### config.mk
export PLATFORM = sky130hd
export DESIGN_NAME = dms_dio_motion_event_sync
export DESIGN_NICKNAME = d
export VERILOG_FILES = /design/src/rtl/dms_pkg.sv /design/src/rtl/dms_dio_motion_event_sync.sv
export SDC_FILE = /design/constraint.sdc
export NUM_CORES = 1
export LEC_CHECK = 0
export ABC_CLOCK_PERIOD_IN_PS = 13900
export BUFFER_PORTS_ARGS = -buffer_cell sky130_fd_sc_hd__buf_2
export CAP_MARGIN = 5
export CORE_MARGIN = 5
export CORE_UTILIZATION = 62
export CTS_CLUSTER_SIZE = 20
export DETAILED_ROUTE_END_ITERATION = 12
export PLACE_DENSITY_LB_ADDON = 0.25
export REMOVE_ABC_BUFFERS = 1
export SLEW_MARGIN = 25
export SYNTH_ARGS = -nofsm -noshare
export SYNTH_HDL_FRONTEND = slang
export SYNTH_SLANG_ARGS = --single-unit
### constraint.sdc
create_clock -name clk_i -period 13.9 [get_ports clk_i]
set_input_delay 2.085 -clock clk_i [delete_from_list [all_inputs] [get_ports clk_i]]
set_output_delay 2.085 -clock clk_i [all_outputs]
set_load 0.01 [all_outputs]
### src/rtl/dms_pkg.sv
// Shared constants and types of the DIO motion event synchroniser
package dms_pkg;

    // ***********************************************************
    // Geometry
    // ***********************************************************
    localparam int DIO_W = 16;        // Total digital I/O lines
    localparam int PORT_W = 8;        // Lines per port
    localparam int PORT_N = 2;        // Number of ports

    // ***********************************************************
    // Register byte offsets
    // ***********************************************************
    localparam logic [7:0] OFS_DIR = 8'h00;   // Port direction setting
    localparam logic [7:0] OFS_OUT = 8'h04;   // Output value, read/write
    localparam logic [7:0] OFS_SET = 8'h08;   // Write one to set bits
    localparam logic [7:0] OFS_CLR = 8'h0C;   // Write one to clear bits
    localparam logic [7:0] OFS_IN = 8'h10;    // Line levels, read only
    localparam logic [7:0] OFS_TRIG = 8'h14;  // Program trigger bits
    localparam logic [7:0] OFS_ESTOP = 8'h18; // Emergency stop config
    localparam logic [7:0] OFS_STAT = 8'h1C;  // Event status, read clears
    localparam logic [7:0] OFS_MASK = 8'h20;  // Event mask
    localparam logic [2:0] OFS_INH_BLK = 3'h2; // 0x40: inhibit per axis
    localparam logic [2:0] OFS_NTF_BLK = 3'h3; // 0x60: notify per axis

    // ***********************************************************
    // Field positions and reset values
    // ***********************************************************
    localparam int STAT_FALL_LSB = 0;   // Falling edge events 15:0
    localparam int STAT_LOCK_LSB = 16;  // Interlock events per axis
    localparam logic [1:0] DIR_RST = 2'h0;      // Both ports input
    localparam logic [15:0] OUT_RST = 16'h0000; // Output value
    localparam logic [15:0] TRIG_RST = 16'h0000; // No trigger bits
    localparam logic [1:0] ESTOP_RST = 2'h0;    // Stop behaviour code
    localparam logic [1:0] RESP_OKAY = 2'h0;    // AXI OKAY
    localparam logic [1:0] RESP_SLVERR = 2'h2;  // AXI SLVERR

    // Per axis bit assignment: [5] enable, [4] level, [3:0] bit
    typedef struct packed {
        logic enable;
        logic level;
        logic [3:0] bit_sel;
    } dms_axis_cfg_type;
    localparam dms_axis_cfg_type AXIS_CFG_RST = 6'h00;

endpackage

### src/rtl/dms_dio_motion_event_sync.sv
// DIO block tying external events to motion, with AXI4-Lite registers

// Function
// - Sixteen lines in two eight-bit ports
// - Input port bits sample only, never drive
// - Output port bits drive, individually set/clear
// - Reset makes both ports input
// - Unconnected input line reads high
// - Direction value 02H: A input, B output
// - Falling edge on input-port trigger bit starts program
// - Inhibit needs bit, level, enable, input port
// - Asserted inhibit while moving causes emergency stop
// - Asserted inhibit while stationary rejects move commands
// - Both inhibit cases raise per-axis interlock error
// - Inhibit level one means high inhibits
// - Inhibit enable one switches inhibition on
// - Notify needs bit, level, enable, output port
// - Stationary axis drives bit to standstill level
// - Notify level one means high at standstill
// - Notify enable one switches notification on
module dms_dio_motion_event_sync #(
    parameter int N_AXES = 4,
    parameter int ADDR_W = 8
) (
    // Clock and reset
    input wire logic clk_i,
    input wire logic rst_i,
    // AXI4-Lite write channels
    input wire logic s_axi_awvalid_i,
    input wire logic [ADDR_W-1:0] s_axi_awaddr_i,
    output logic s_axi_awready_o,
    input wire logic s_axi_wvalid_i,
    input wire logic [31:0] s_axi_wdata_i,
    input wire logic [3:0] s_axi_wstrb_i,
    output logic s_axi_wready_o,
    output logic s_axi_bvalid_o,
    output logic [1:0] s_axi_bresp_o,
    input wire logic s_axi_bready_i,
    // AXI4-Lite read channels
    input wire logic s_axi_arvalid_i,
    input wire logic [ADDR_W-1:0] s_axi_araddr_i,
    output logic s_axi_arready_o,
    output logic s_axi_rvalid_o,
    output logic [31:0] s_axi_rdata_o,
    output logic [1:0] s_axi_rresp_o,
    input wire logic s_axi_rready_i,
    // Digital I/O lines (pulled up outside)
    input wire logic [15:0] digital_io_line_i,
    output logic [15:0] digital_io_line_o,
    output logic [15:0] digital_io_line_oe_o,
    // Motion core side
    input wire logic [N_AXES-1:0] axis_moving_i,
    input wire logic [N_AXES-1:0] move_cmd_i,
    output logic [15:0] program_start_o,
    output logic [N_AXES-1:0] estop_o,
    output logic [1:0] emergency_stop_config_o,
    output logic [N_AXES-1:0] move_reject_o,
    output logic [N_AXES-1:0] interlock_err_o,
    // Interrupt
    output logic irq_o
);

    // ***********************************************************
    // State
    // ***********************************************************
    localparam int STAT_W = dms_pkg::STAT_LOCK_LSB + N_AXES;

    typedef struct packed {
        logic [15:0] meta;      // First sync stage, read only by sync
        logic [15:0] sync;      // Second sync stage
        logic [15:0] prev;      // Last synchronised level, for edges
        logic [1:0] dir;        // One bit per port, 1 = output
        logic [15:0] out_val;   // Software output value
        logic [15:0] trig_en;   // Bits assigned to a stored program
        logic [1:0] estop_cfg;  // Stop behaviour passed to motion core
        dms_pkg::dms_axis_cfg_type [N_AXES-1:0] inh; // Inhibit config
        dms_pkg::dms_axis_cfg_type [N_AXES-1:0] ntf; // Notify config
        logic [STAT_W-1:0] stat; // Sticky events
        logic [STAT_W-1:0] mask; // Event mask
        logic [N_AXES-1:0] lock_prev; // Stop condition last cycle
        logic [15:0] dio_out;   // Driven line values
        logic [15:0] dio_oe;    // Line drive enables
        logic [15:0] prog_start; // Start pulses
        logic [N_AXES-1:0] estop;  // Stop request levels
        logic [N_AXES-1:0] reject; // Command refusal pulses
        logic [N_AXES-1:0] lock_err; // Interlock error pulses
        logic irq;              // Interrupt level
        logic wready;           // Shared awready/wready
        logic bvalid;           // Write response valid
        logic [1:0] bresp;      // Write response code
        logic arready;          // Read address ready
        logic rvalid;           // Read data valid
        logic [31:0] rdata;     // Read data
        logic [1:0] rresp;      // Read response code
    } dms_state_type;

    dms_state_type s;       // Registered state
    dms_state_type next_s;  // Next state

    // ***********************************************************
    // Helper nets
    // ***********************************************************
    logic [15:0] port_out;       // Per line: its port is output
    logic wr_fire;               // Write address and data taken
    logic rd_fire;               // Read address taken
    logic [31:0] wmask;          // Byte strobes widened to bits
    logic [7:0] waddr;           // Write byte offset
    logic [7:0] raddr;           // Read byte offset
    logic [N_AXES-1:0] inh_act;  // Inhibit asserted per axis
    logic [15:0] fall;           // Qualified falling edges

    // Port direction widened to lines
    assign port_out = {{dms_pkg::PORT_W{s.dir[1]}},
                       {dms_pkg::PORT_W{s.dir[0]}}};
    assign wr_fire = s.wready & s_axi_awvalid_i & s_axi_wvalid_i;
    assign rd_fire = s.arready & s_axi_arvalid_i;
    assign waddr = 8'(s_axi_awaddr_i);
    assign raddr = 8'(s_axi_araddr_i);
    assign wmask = {{8{s_axi_wstrb_i[3]}}, {8{s_axi_wstrb_i[2]}},
                    {8{s_axi_wstrb_i[1]}}, {8{s_axi_wstrb_i[0]}}};

    // Falling edge on an input-port trigger bit, after sync
    assign fall = s.prev & ~s.sync & ~port_out & s.trig_en;

    // ***********************************************************
    // Per-axis inhibit detection
    // ***********************************************************
    for (genvar a = 0; a < N_AXES; a++) begin : g_axis
        // Selected line matches level, enabled, port input
        // Level 1 inhibits on high, 0 on low
        // Enable 1 switches the feature on
        assign inh_act[a] = s.inh[a].enable
            & ~port_out[s.inh[a].bit_sel]
            & (s.sync[s.inh[a].bit_sel] == s.inh[a].level);
    end

    // ***********************************************************
    // Next state
    // ***********************************************************
    // Single combinational process; everything is registered below
    always_comb begin
        logic [15:0] drv;
        logic [N_AXES-1:0] lock_cond;
        logic [N_AXES-1:0] err_now;
        logic [STAT_W-1:0] stat_base;
        logic [2:0] widx;
        logic [2:0] ridx;
        drv = s.out_val;
        lock_cond = inh_act & axis_moving_i;
        err_now = '0;
        stat_base = s.stat;
        widx = waddr[4:2];
        ridx = raddr[4:2];
        next_s = s;

        // Two-stage line synchroniser, then edge history
        next_s.meta = digital_io_line_i;
        next_s.sync = s.meta;
        next_s.prev = s.sync;

        // Write channel: ready only once both halves are offered
        next_s.wready = s_axi_awvalid_i & s_axi_wvalid_i
            & ~s.wready & ~s.bvalid;
        if (s.bvalid & s_axi_bready_i) begin
            next_s.bvalid = 1'b0;
        end
        if (wr_fire) begin
            next_s.bvalid = 1'b1;
            next_s.bresp = dms_pkg::RESP_OKAY;
            if (waddr[7:5] == dms_pkg::OFS_INH_BLK) begin
                // Axis beyond the parameter count is unmapped
                if (32'(widx) < N_AXES && s_axi_wstrb_i[0]) begin
                    next_s.inh[widx] = s_axi_wdata_i[5:0];
                end else if (32'(widx) >= N_AXES) begin
                    next_s.bresp = dms_pkg::RESP_SLVERR;
                end
            end else if (waddr[7:5] == dms_pkg::OFS_NTF_BLK) begin
                if (32'(widx) < N_AXES && s_axi_wstrb_i[0]) begin
                    next_s.ntf[widx] = s_axi_wdata_i[5:0];
                end else if (32'(widx) >= N_AXES) begin
                    next_s.bresp = dms_pkg::RESP_SLVERR;
                end
            end else begin
                case (waddr)
                    dms_pkg::OFS_DIR: begin
                        // 02H gives port A input, port B output
                        if (s_axi_wstrb_i[0]) begin
                            next_s.dir = s_axi_wdata_i[1:0];
                        end
                    end
                    dms_pkg::OFS_OUT: begin
                        // Byte-lane merge of the output value
                        next_s.out_val = (s.out_val & ~wmask[15:0])
                            | (s_axi_wdata_i[15:0] & wmask[15:0]);
                    end
                    dms_pkg::OFS_SET: begin
                        // Individual set without read-modify-write
                        next_s.out_val = s.out_val
                            | (s_axi_wdata_i[15:0] & wmask[15:0]);
                    end
                    dms_pkg::OFS_CLR: begin
                        // Individual clear
                        next_s.out_val = s.out_val
                            & ~(s_axi_wdata_i[15:0] & wmask[15:0]);
                    end
                    dms_pkg::OFS_TRIG: begin
                        next_s.trig_en = (s.trig_en & ~wmask[15:0])
                            | (s_axi_wdata_i[15:0] & wmask[15:0]);
                    end
                    dms_pkg::OFS_ESTOP: begin
                        if (s_axi_wstrb_i[0]) begin
                            next_s.estop_cfg = s_axi_wdata_i[1:0];
                        end
                    end
                    dms_pkg::OFS_MASK: begin
                        next_s.mask = (s.mask & ~wmask[STAT_W-1:0])
                            | (s_axi_wdata_i[STAT_W-1:0]
                               & wmask[STAT_W-1:0]);
                    end
                    // Read-only registers accept and ignore writes
                    dms_pkg::OFS_IN, dms_pkg::OFS_STAT: begin
                    end
                    default: begin
                        next_s.bresp = dms_pkg::RESP_SLVERR;
                    end
                endcase
            end
        end

        // Read channel: one outstanding read, answer next cycle
        next_s.arready = s_axi_arvalid_i & ~s.arready & ~s.rvalid;
        if (s.rvalid & s_axi_rready_i) begin
            next_s.rvalid = 1'b0;
        end
        if (rd_fire) begin
            next_s.rvalid = 1'b1;
            next_s.rresp = dms_pkg::RESP_OKAY;
            next_s.rdata = 32'h0000_0000;
            if (raddr[7:5] == dms_pkg::OFS_INH_BLK) begin
                if (32'(ridx) < N_AXES) begin
                    next_s.rdata = 32'(s.inh[ridx]);
                end else begin
                    next_s.rresp = dms_pkg::RESP_SLVERR;
                end
            end else if (raddr[7:5] == dms_pkg::OFS_NTF_BLK) begin
                if (32'(ridx) < N_AXES) begin
                    next_s.rdata = 32'(s.ntf[ridx]);
                end else begin
                    next_s.rresp = dms_pkg::RESP_SLVERR;
                end
            end else begin
                case (raddr)
                    dms_pkg::OFS_DIR: next_s.rdata = 32'(s.dir);
                    dms_pkg::OFS_OUT: next_s.rdata = 32'(s.out_val);
                    dms_pkg::OFS_SET: next_s.rdata = 32'h0000_0000;
                    dms_pkg::OFS_CLR: next_s.rdata = 32'h0000_0000;
                    dms_pkg::OFS_IN: begin
                        // Input bits show the line; open line is high
                        // through the pull-up
                        next_s.rdata = 32'((s.sync & ~port_out)
                            | (s.dio_out & port_out));
                    end
                    dms_pkg::OFS_TRIG: next_s.rdata = 32'(s.trig_en);
                    dms_pkg::OFS_ESTOP: next_s.rdata = 32'(s.estop_cfg);
                    dms_pkg::OFS_STAT: begin
                        // Reading clears the sticky events
                        next_s.rdata = 32'(s.stat);
                        stat_base = '0;
                    end
                    dms_pkg::OFS_MASK: next_s.rdata = 32'(s.mask);
                    default: next_s.rresp = dms_pkg::RESP_SLVERR;
                endcase
            end
        end

        // Program start pulses, one per qualified edge
        next_s.prog_start = fall;

        // Stop request while moving and inhibited
        next_s.estop = lock_cond;
        // Refuse move commands while stationary and inhibited
        next_s.reject = inh_act & ~axis_moving_i & move_cmd_i;
        // Error on stop onset or on each refusal
        next_s.lock_prev = lock_cond;
        err_now = (lock_cond & ~s.lock_prev) | next_s.reject;
        next_s.lock_err = err_now;

        // New events win over a read clear in the same cycle
        next_s.stat = stat_base
            | {err_now, fall};
        next_s.irq = |(next_s.stat & next_s.mask);

        // Motion status notification overrides the software value
        for (int a = 0; a < N_AXES; a++) begin
            // Enabled and port output only
            if (s.ntf[a].enable & port_out[s.ntf[a].bit_sel]) begin
                if (axis_moving_i[a]) begin
                    // Opposite level while moving
                    drv[s.ntf[a].bit_sel] = ~s.ntf[a].level;
                end else begin
                    // Standstill level, 1 = high
                    drv[s.ntf[a].bit_sel] = s.ntf[a].level;
                end
            end
        end
        next_s.dio_out = drv;
        // Drive only lines of output ports
        next_s.dio_oe = port_out;
    end

    // ***********************************************************
    // State register
    // ***********************************************************
    // Asynchronous reset loads constants only
    always_ff @(posedge clk_i or posedge rst_i) begin
        if (rst_i) begin
            s <= '0;
            s.meta <= 16'hFFFF;
            s.sync <= 16'hFFFF;
            s.prev <= 16'hFFFF;
            s.dir <= dms_pkg::DIR_RST;   // Both ports input
            s.out_val <= dms_pkg::OUT_RST;
            s.trig_en <= dms_pkg::TRIG_RST;
            s.estop_cfg <= dms_pkg::ESTOP_RST;
            s.inh <= {N_AXES{dms_pkg::AXIS_CFG_RST}};
            s.ntf <= {N_AXES{dms_pkg::AXIS_CFG_RST}};
        end else begin
            s <= next_s;
        end
    end

    // ***********************************************************
    // Outputs, all straight from the state register
    // ***********************************************************
    assign s_axi_awready_o = s.wready;
    assign s_axi_wready_o = s.wready;
    assign s_axi_bvalid_o = s.bvalid;
    assign s_axi_bresp_o = s.bresp;
    assign s_axi_arready_o = s.arready;
    assign s_axi_rvalid_o = s.rvalid;
    assign s_axi_rdata_o = s.rdata;
    assign s_axi_rresp_o = s.rresp;
    assign digital_io_line_o = s.dio_out;
    assign digital_io_line_oe_o = s.dio_oe;
    assign program_start_o = s.prog_start;
    assign estop_o = s.estop;
    assign emergency_stop_config_o = s.estop_cfg;
    assign move_reject_o = s.reject;
    assign interlock_err_o = s.lock_err;
    assign irq_o = s.irq;
endmodule

==> qor_table.md <==
| Quantity | Reported |
|---|---|
| Endpoint class of the critical path | flip-flop |
| Maximum fanout along the worst path | 30 |
| Max transition margin | 0.2378 |
| Hold crit path type | flip-flop to flip-flop |
| Port Buffer Count | 159 |
| Area of placed instances | 12820 sq um |
| Number of gates given a new drive strength after cts | 0 |
| Worst-skew pair later-pin latency | 0.53 ns |
| Detail Route met2 WL | 15630 microns |
| Number of synthesized flops with an enable pin | 0 |
| Setup fix buffers added after clock tree synthesis | 0 |
| Met1 wire length | 13730 microns |
| Count of endpoints failing hold in the final timing report | 0 |
| # fillers | 1528 |
| Adder and majority cell fraction of the synthesized area | 0 |
| Final setup violation count | 0 |
| Worst VDD drop | 81.32 uV |
| Post-Synth XOR/XNOR Area | 0.005568 |
| Total detailed-routing wirelength | 33770 microns |
| Post-layout min period | 4.466 ns |
| Post-DP HPWL | 24050 microns |
| Category of the worst setup path launch point | input port |
| Highest layer used for signal routing | met4 |
| Vertical die dimension | 152.5 microns |
| DR iter-0 viols | 1087 |
| Most instantiated flip-flop cell in the synthesis netlist | sky130_fd_sc_hd__dfrtp_1 |
| Leading cell types in the layout, fill and taps excluded | sky130_fd_sc_hd__dfrtp_1 (197), sky130_fd_sc_hd__buf_2 (159), sky130_fd_sc_hd__mux2i_1 (89), sky130_fd_sc_hd__nand2_1 (83), sky130_fd_sc_hd__mux2_2 (71) |
| Wire length per cell | 23.63 microns |
| Clock sink count | 245 |
| Post-detailed-route DRC marker count | 0 |
| Cell Pwr Density | 112.8 nW/um^2 |
| I/O pin total | 187 |
| Unrepaired setup endpoints after global routing | false |
| Total congestion overflow | 0 |
| Final-report max-slew violation count | 0 |
| Final antenna-violating net count | 0 |
| Area of the core | 20100 sq um |
| Share of synthesized area occupied by flip-flops and latches | 0.4919 |
| Post-layout net count | 1221 |
| Cells after synthesis | 1088 |
| Number of storage elements in the synthesis netlist | 245 |
| Final estimated routing congestion in global placement | 0.9524 |
| Synthesized-area fraction occupied by and/or/nand/nor cells | 0.1323 |
| Measured slew at the worst slew-check pin | 1.135 ns |
| Design area | 13740 sq um |
| Detailed-route vias per instance | 6.285 |
| Area fraction in compound gates after synthesis | 0.09405 |
| Standard-cell rows | 52 |
| Aggregate negative setup slack | 0 ns |
| Depth of the most critical reg-to-reg path | 7 |
| Starting utilization of the core area | 0.6260 |
| Count of cells along the worst hold path | 0 |
| Leading cell type in the layout, fill and taps excluded | sky130_fd_sc_hd__dfrtp_1 |
| Pin count of the biggest net entering global routing | 94 |
| Yosys warning total | 0 |
| Leakage power total | 0.006391 uW |
| CTS tree | yes |
| Bufs on Longest Clock Path | 3 |
| Vias in the first global route | 8875 |
| Fraction of layout cells with a size suffix above 1 | 0.3273 |
| Die Wd | 152.5 microns |
| Number of vias after detailed routing | 8981 |
| Cell at the root of the clock tree | sky130_fd_sc_hd__clkbuf_16 |
| Maximum Capacitance Violations | 0 |
| Setup skew after layout | 0.01361 ns |
| Highest achievable clock rate | 223.9 MHz |
| Die area | 23250 sq um |
| Average instance area after synthesis | 11.57 sq um |
| Number of antenna violations at the first check in global routing | 1 |
| Worst-path clk slew | 0.06 ns |
| Ratio of final minimum period to clock period | 0.3213 |
| # hold bufs at CTS | 0 |
| Result of the run | completed |
| Synth cell types | 67 |
| Post-synth ARST share | 1.000 |
| Number of H-tree levels | 1 |
| Combinational family with the most area after synthesis | multiplexers |
| Area growth, synth to finish | 9.207% |
| Critical path arrival | 4.86 ns |
| Data required time at the worst endpoint | 14.29 ns |
| Clock buffer count from CTS | 26 |
| GRT Overall Usage | 0.2845 |
| Amount of wire on met3 after detailed routing | 3535 microns |
| Multiplexer share of the synthesized area | 0.1916 |
| Summed instance area of the synthesized netlist | 12580 sq um |
| CP Class | input port to flip-flop |
| Wire length of the first global-routing pass | 52020 microns |
| Final Core Density | 0.6836 |
| TritonRoute pass-1 iters | 8 |
-- routing by layer --
layer	GRT usage	vias to the layer above
met5	0	-
met4	0.07128	0
met3	0.06788	69
met2	0.4448	528
met1	0.4079	4453
li1	-	3931
-- power by group --
| group | total, uW | internal (uW) | switching, uW | leakage, uW |
|---|---|---|---|---|
| Combinational | 85.8 | 28.9 | 56.9 | 0.00271 |
| Sequential | 751 | 734 | 16.8 | 0.00324 |
| Clock | 713 | 431 | 282 | 0.000445 |
-- state kept, by name (all words and copies together), names as in the netlist, 2 cells and up, named ones only --
register	flops
emergency_stop_config_o	2
s_axi_rdata_o	20
s	120
estop_o	4
move_reject_o	4
program_start_o	16
interlock_err_o	4
digital_io_line_o	16
digital_io_line_oe_o	2
next_s	34
-- synthesized netlist by cell type (5+ instances only) --
cell type / count / area [sq um]
sky130_fd_sc_hd__dfrtp_1: 197 / 4930
sky130_fd_sc_hd__buf_4: 101 / 758.2
sky130_fd_sc_hd__mux2i_1: 89 / 890.9
sky130_fd_sc_hd__nand2_1: 83 / 311.6
sky130_fd_sc_hd__mux2_2: 71 / 799.5
sky130_fd_sc_hd__nor2_1: 69 / 259.0
sky130_fd_sc_hd__dfstp_2: 48 / 1261
sky130_fd_sc_hd__o21ai_0: 34 / 170.2
sky130_fd_sc_hd__nor3_1: 31 / 155.2
sky130_fd_sc_hd__nand3_1: 28 / 140.1
sky130_fd_sc_hd__clkbuf_1: 27 / 101.4
sky130_fd_sc_hd__mux4_2: 25 / 563.0
sky130_fd_sc_hd__o21ai_1: 25 / 125.1
sky130_fd_sc_hd__nand2b_1: 24 / 150.1
sky130_fd_sc_hd__a21oi_1: 18 / 90.09
sky130_fd_sc_hd__a21o_1: 16 / 120.1
sky130_fd_sc_hd__a222oi_1: 14 / 140.1
sky130_fd_sc_hd__nor3b_1: 14 / 105.1
sky130_fd_sc_hd__buf_2: 13 / 65.06
sky130_fd_sc_hd__a221o_1: 12 / 120.1
sky130_fd_sc_hd__inv_1: 12 / 45.04
sky130_fd_sc_hd__a21boi_0: 10 / 75.07
sky130_fd_sc_hd__buf_1: 9 / 33.78
sky130_fd_sc_hd__nand4_1: 8 / 50.05
sky130_fd_sc_hd__and3_1: 7 / 43.79
sky130_fd_sc_hd__a22oi_1: 6 / 45.04
sky130_fd_sc_hd__mux4_1: 6 / 157.7
sky130_fd_sc_hd__nand4b_1: 6 / 52.55
sky130_fd_sc_hd__a22o_1: 5 / 43.79
sky130_fd_sc_hd__buf_6: 5 / 56.30
sky130_fd_sc_hd__nand3b_1: 5 / 37.54
sky130_fd_sc_hd__nor2b_1: 5 / 31.28
sky130_fd_sc_hd__xor2_1: 5 / 43.79
-- path summary, 6_finish.rpt --
kind / slack (ns) / end / from
min: 0.35 / next_s[243] / next_s[259]
max reg2reg: 10.70 / irq_o / s_axi_arready_o
max in group asynchronous: 11.10 / s[162] / rst_i
min reg2reg: 0.35 / next_s[243] / next_s[259]
min in group asynchronous: 1.65 / s_axi_rdata_o[15] / rst_i
max: 9.43 / irq_o / s_axi_arvalid_i
-- worst max-delay path, stage by stage --
cell                        delay, ns
sky130_fd_sc_hd__buf_2           0.10
sky130_fd_sc_hd__nand2_1         0.56
sky130_fd_sc_hd__nand4b_4        0.64
sky130_fd_sc_hd__a21o_1          0.32
sky130_fd_sc_hd__a21boi_1        0.14
sky130_fd_sc_hd__a2111oi_2       0.37
sky130_fd_sc_hd__nand4_1         0.22
sky130_fd_sc_hd__or3_1           0.41
-- cell type report --
type / count / area [sq um] / area share
Antenna cell: 1 / 2.502 / 0.0001821
Sequential cell: 245 / 6191 / 0.4505
Multi-Input combinational cell: 689 / 5411 / 0.3938
Clock buffer: 39 / 824.5 / 0.06000
Tap cell: 270 / 337.8 / 0.02458
Inverter: 12 / 52.55 / 0.003824
Clock inverter: 9 / 82.58 / 0.006009
Timing Repair Buffer: 164 / 840.8 / 0.06118
-- metrics by stage --
step | instances | setup slack (ns) | power (uW) | hold slack [ns]
3_3_place_gp | 1380 | 8.884 | 844.9 | 0.3454
5_1_grt | 1429 | 9.249 | 1602 | 0.3537
4_1_cts | 1428 | 9.429 | 1560 | 0.3485
2_1_floorplan | 946 | 5.165 | 799.2 | 0.3452
6_report | 1429 | 9.434 | 1550 | 0.3479
3_5_place_dp | 1380 | 8.875 | 847.4 | 0.3468
-- kinds of logic (layout without fill, tap and decap cells) --
logic type             after synthesis  after routing
multiplexers                       191            191
flip-flops                         245            245
other                                1             15
buffers and inverters              167            224
XOR/XNOR                             8              8
AND/OR/NAND/NOR                    312            312
AO/OA/AOI/OAI                      164            164
Note: power is estimated with default switching activity, not from simulation.
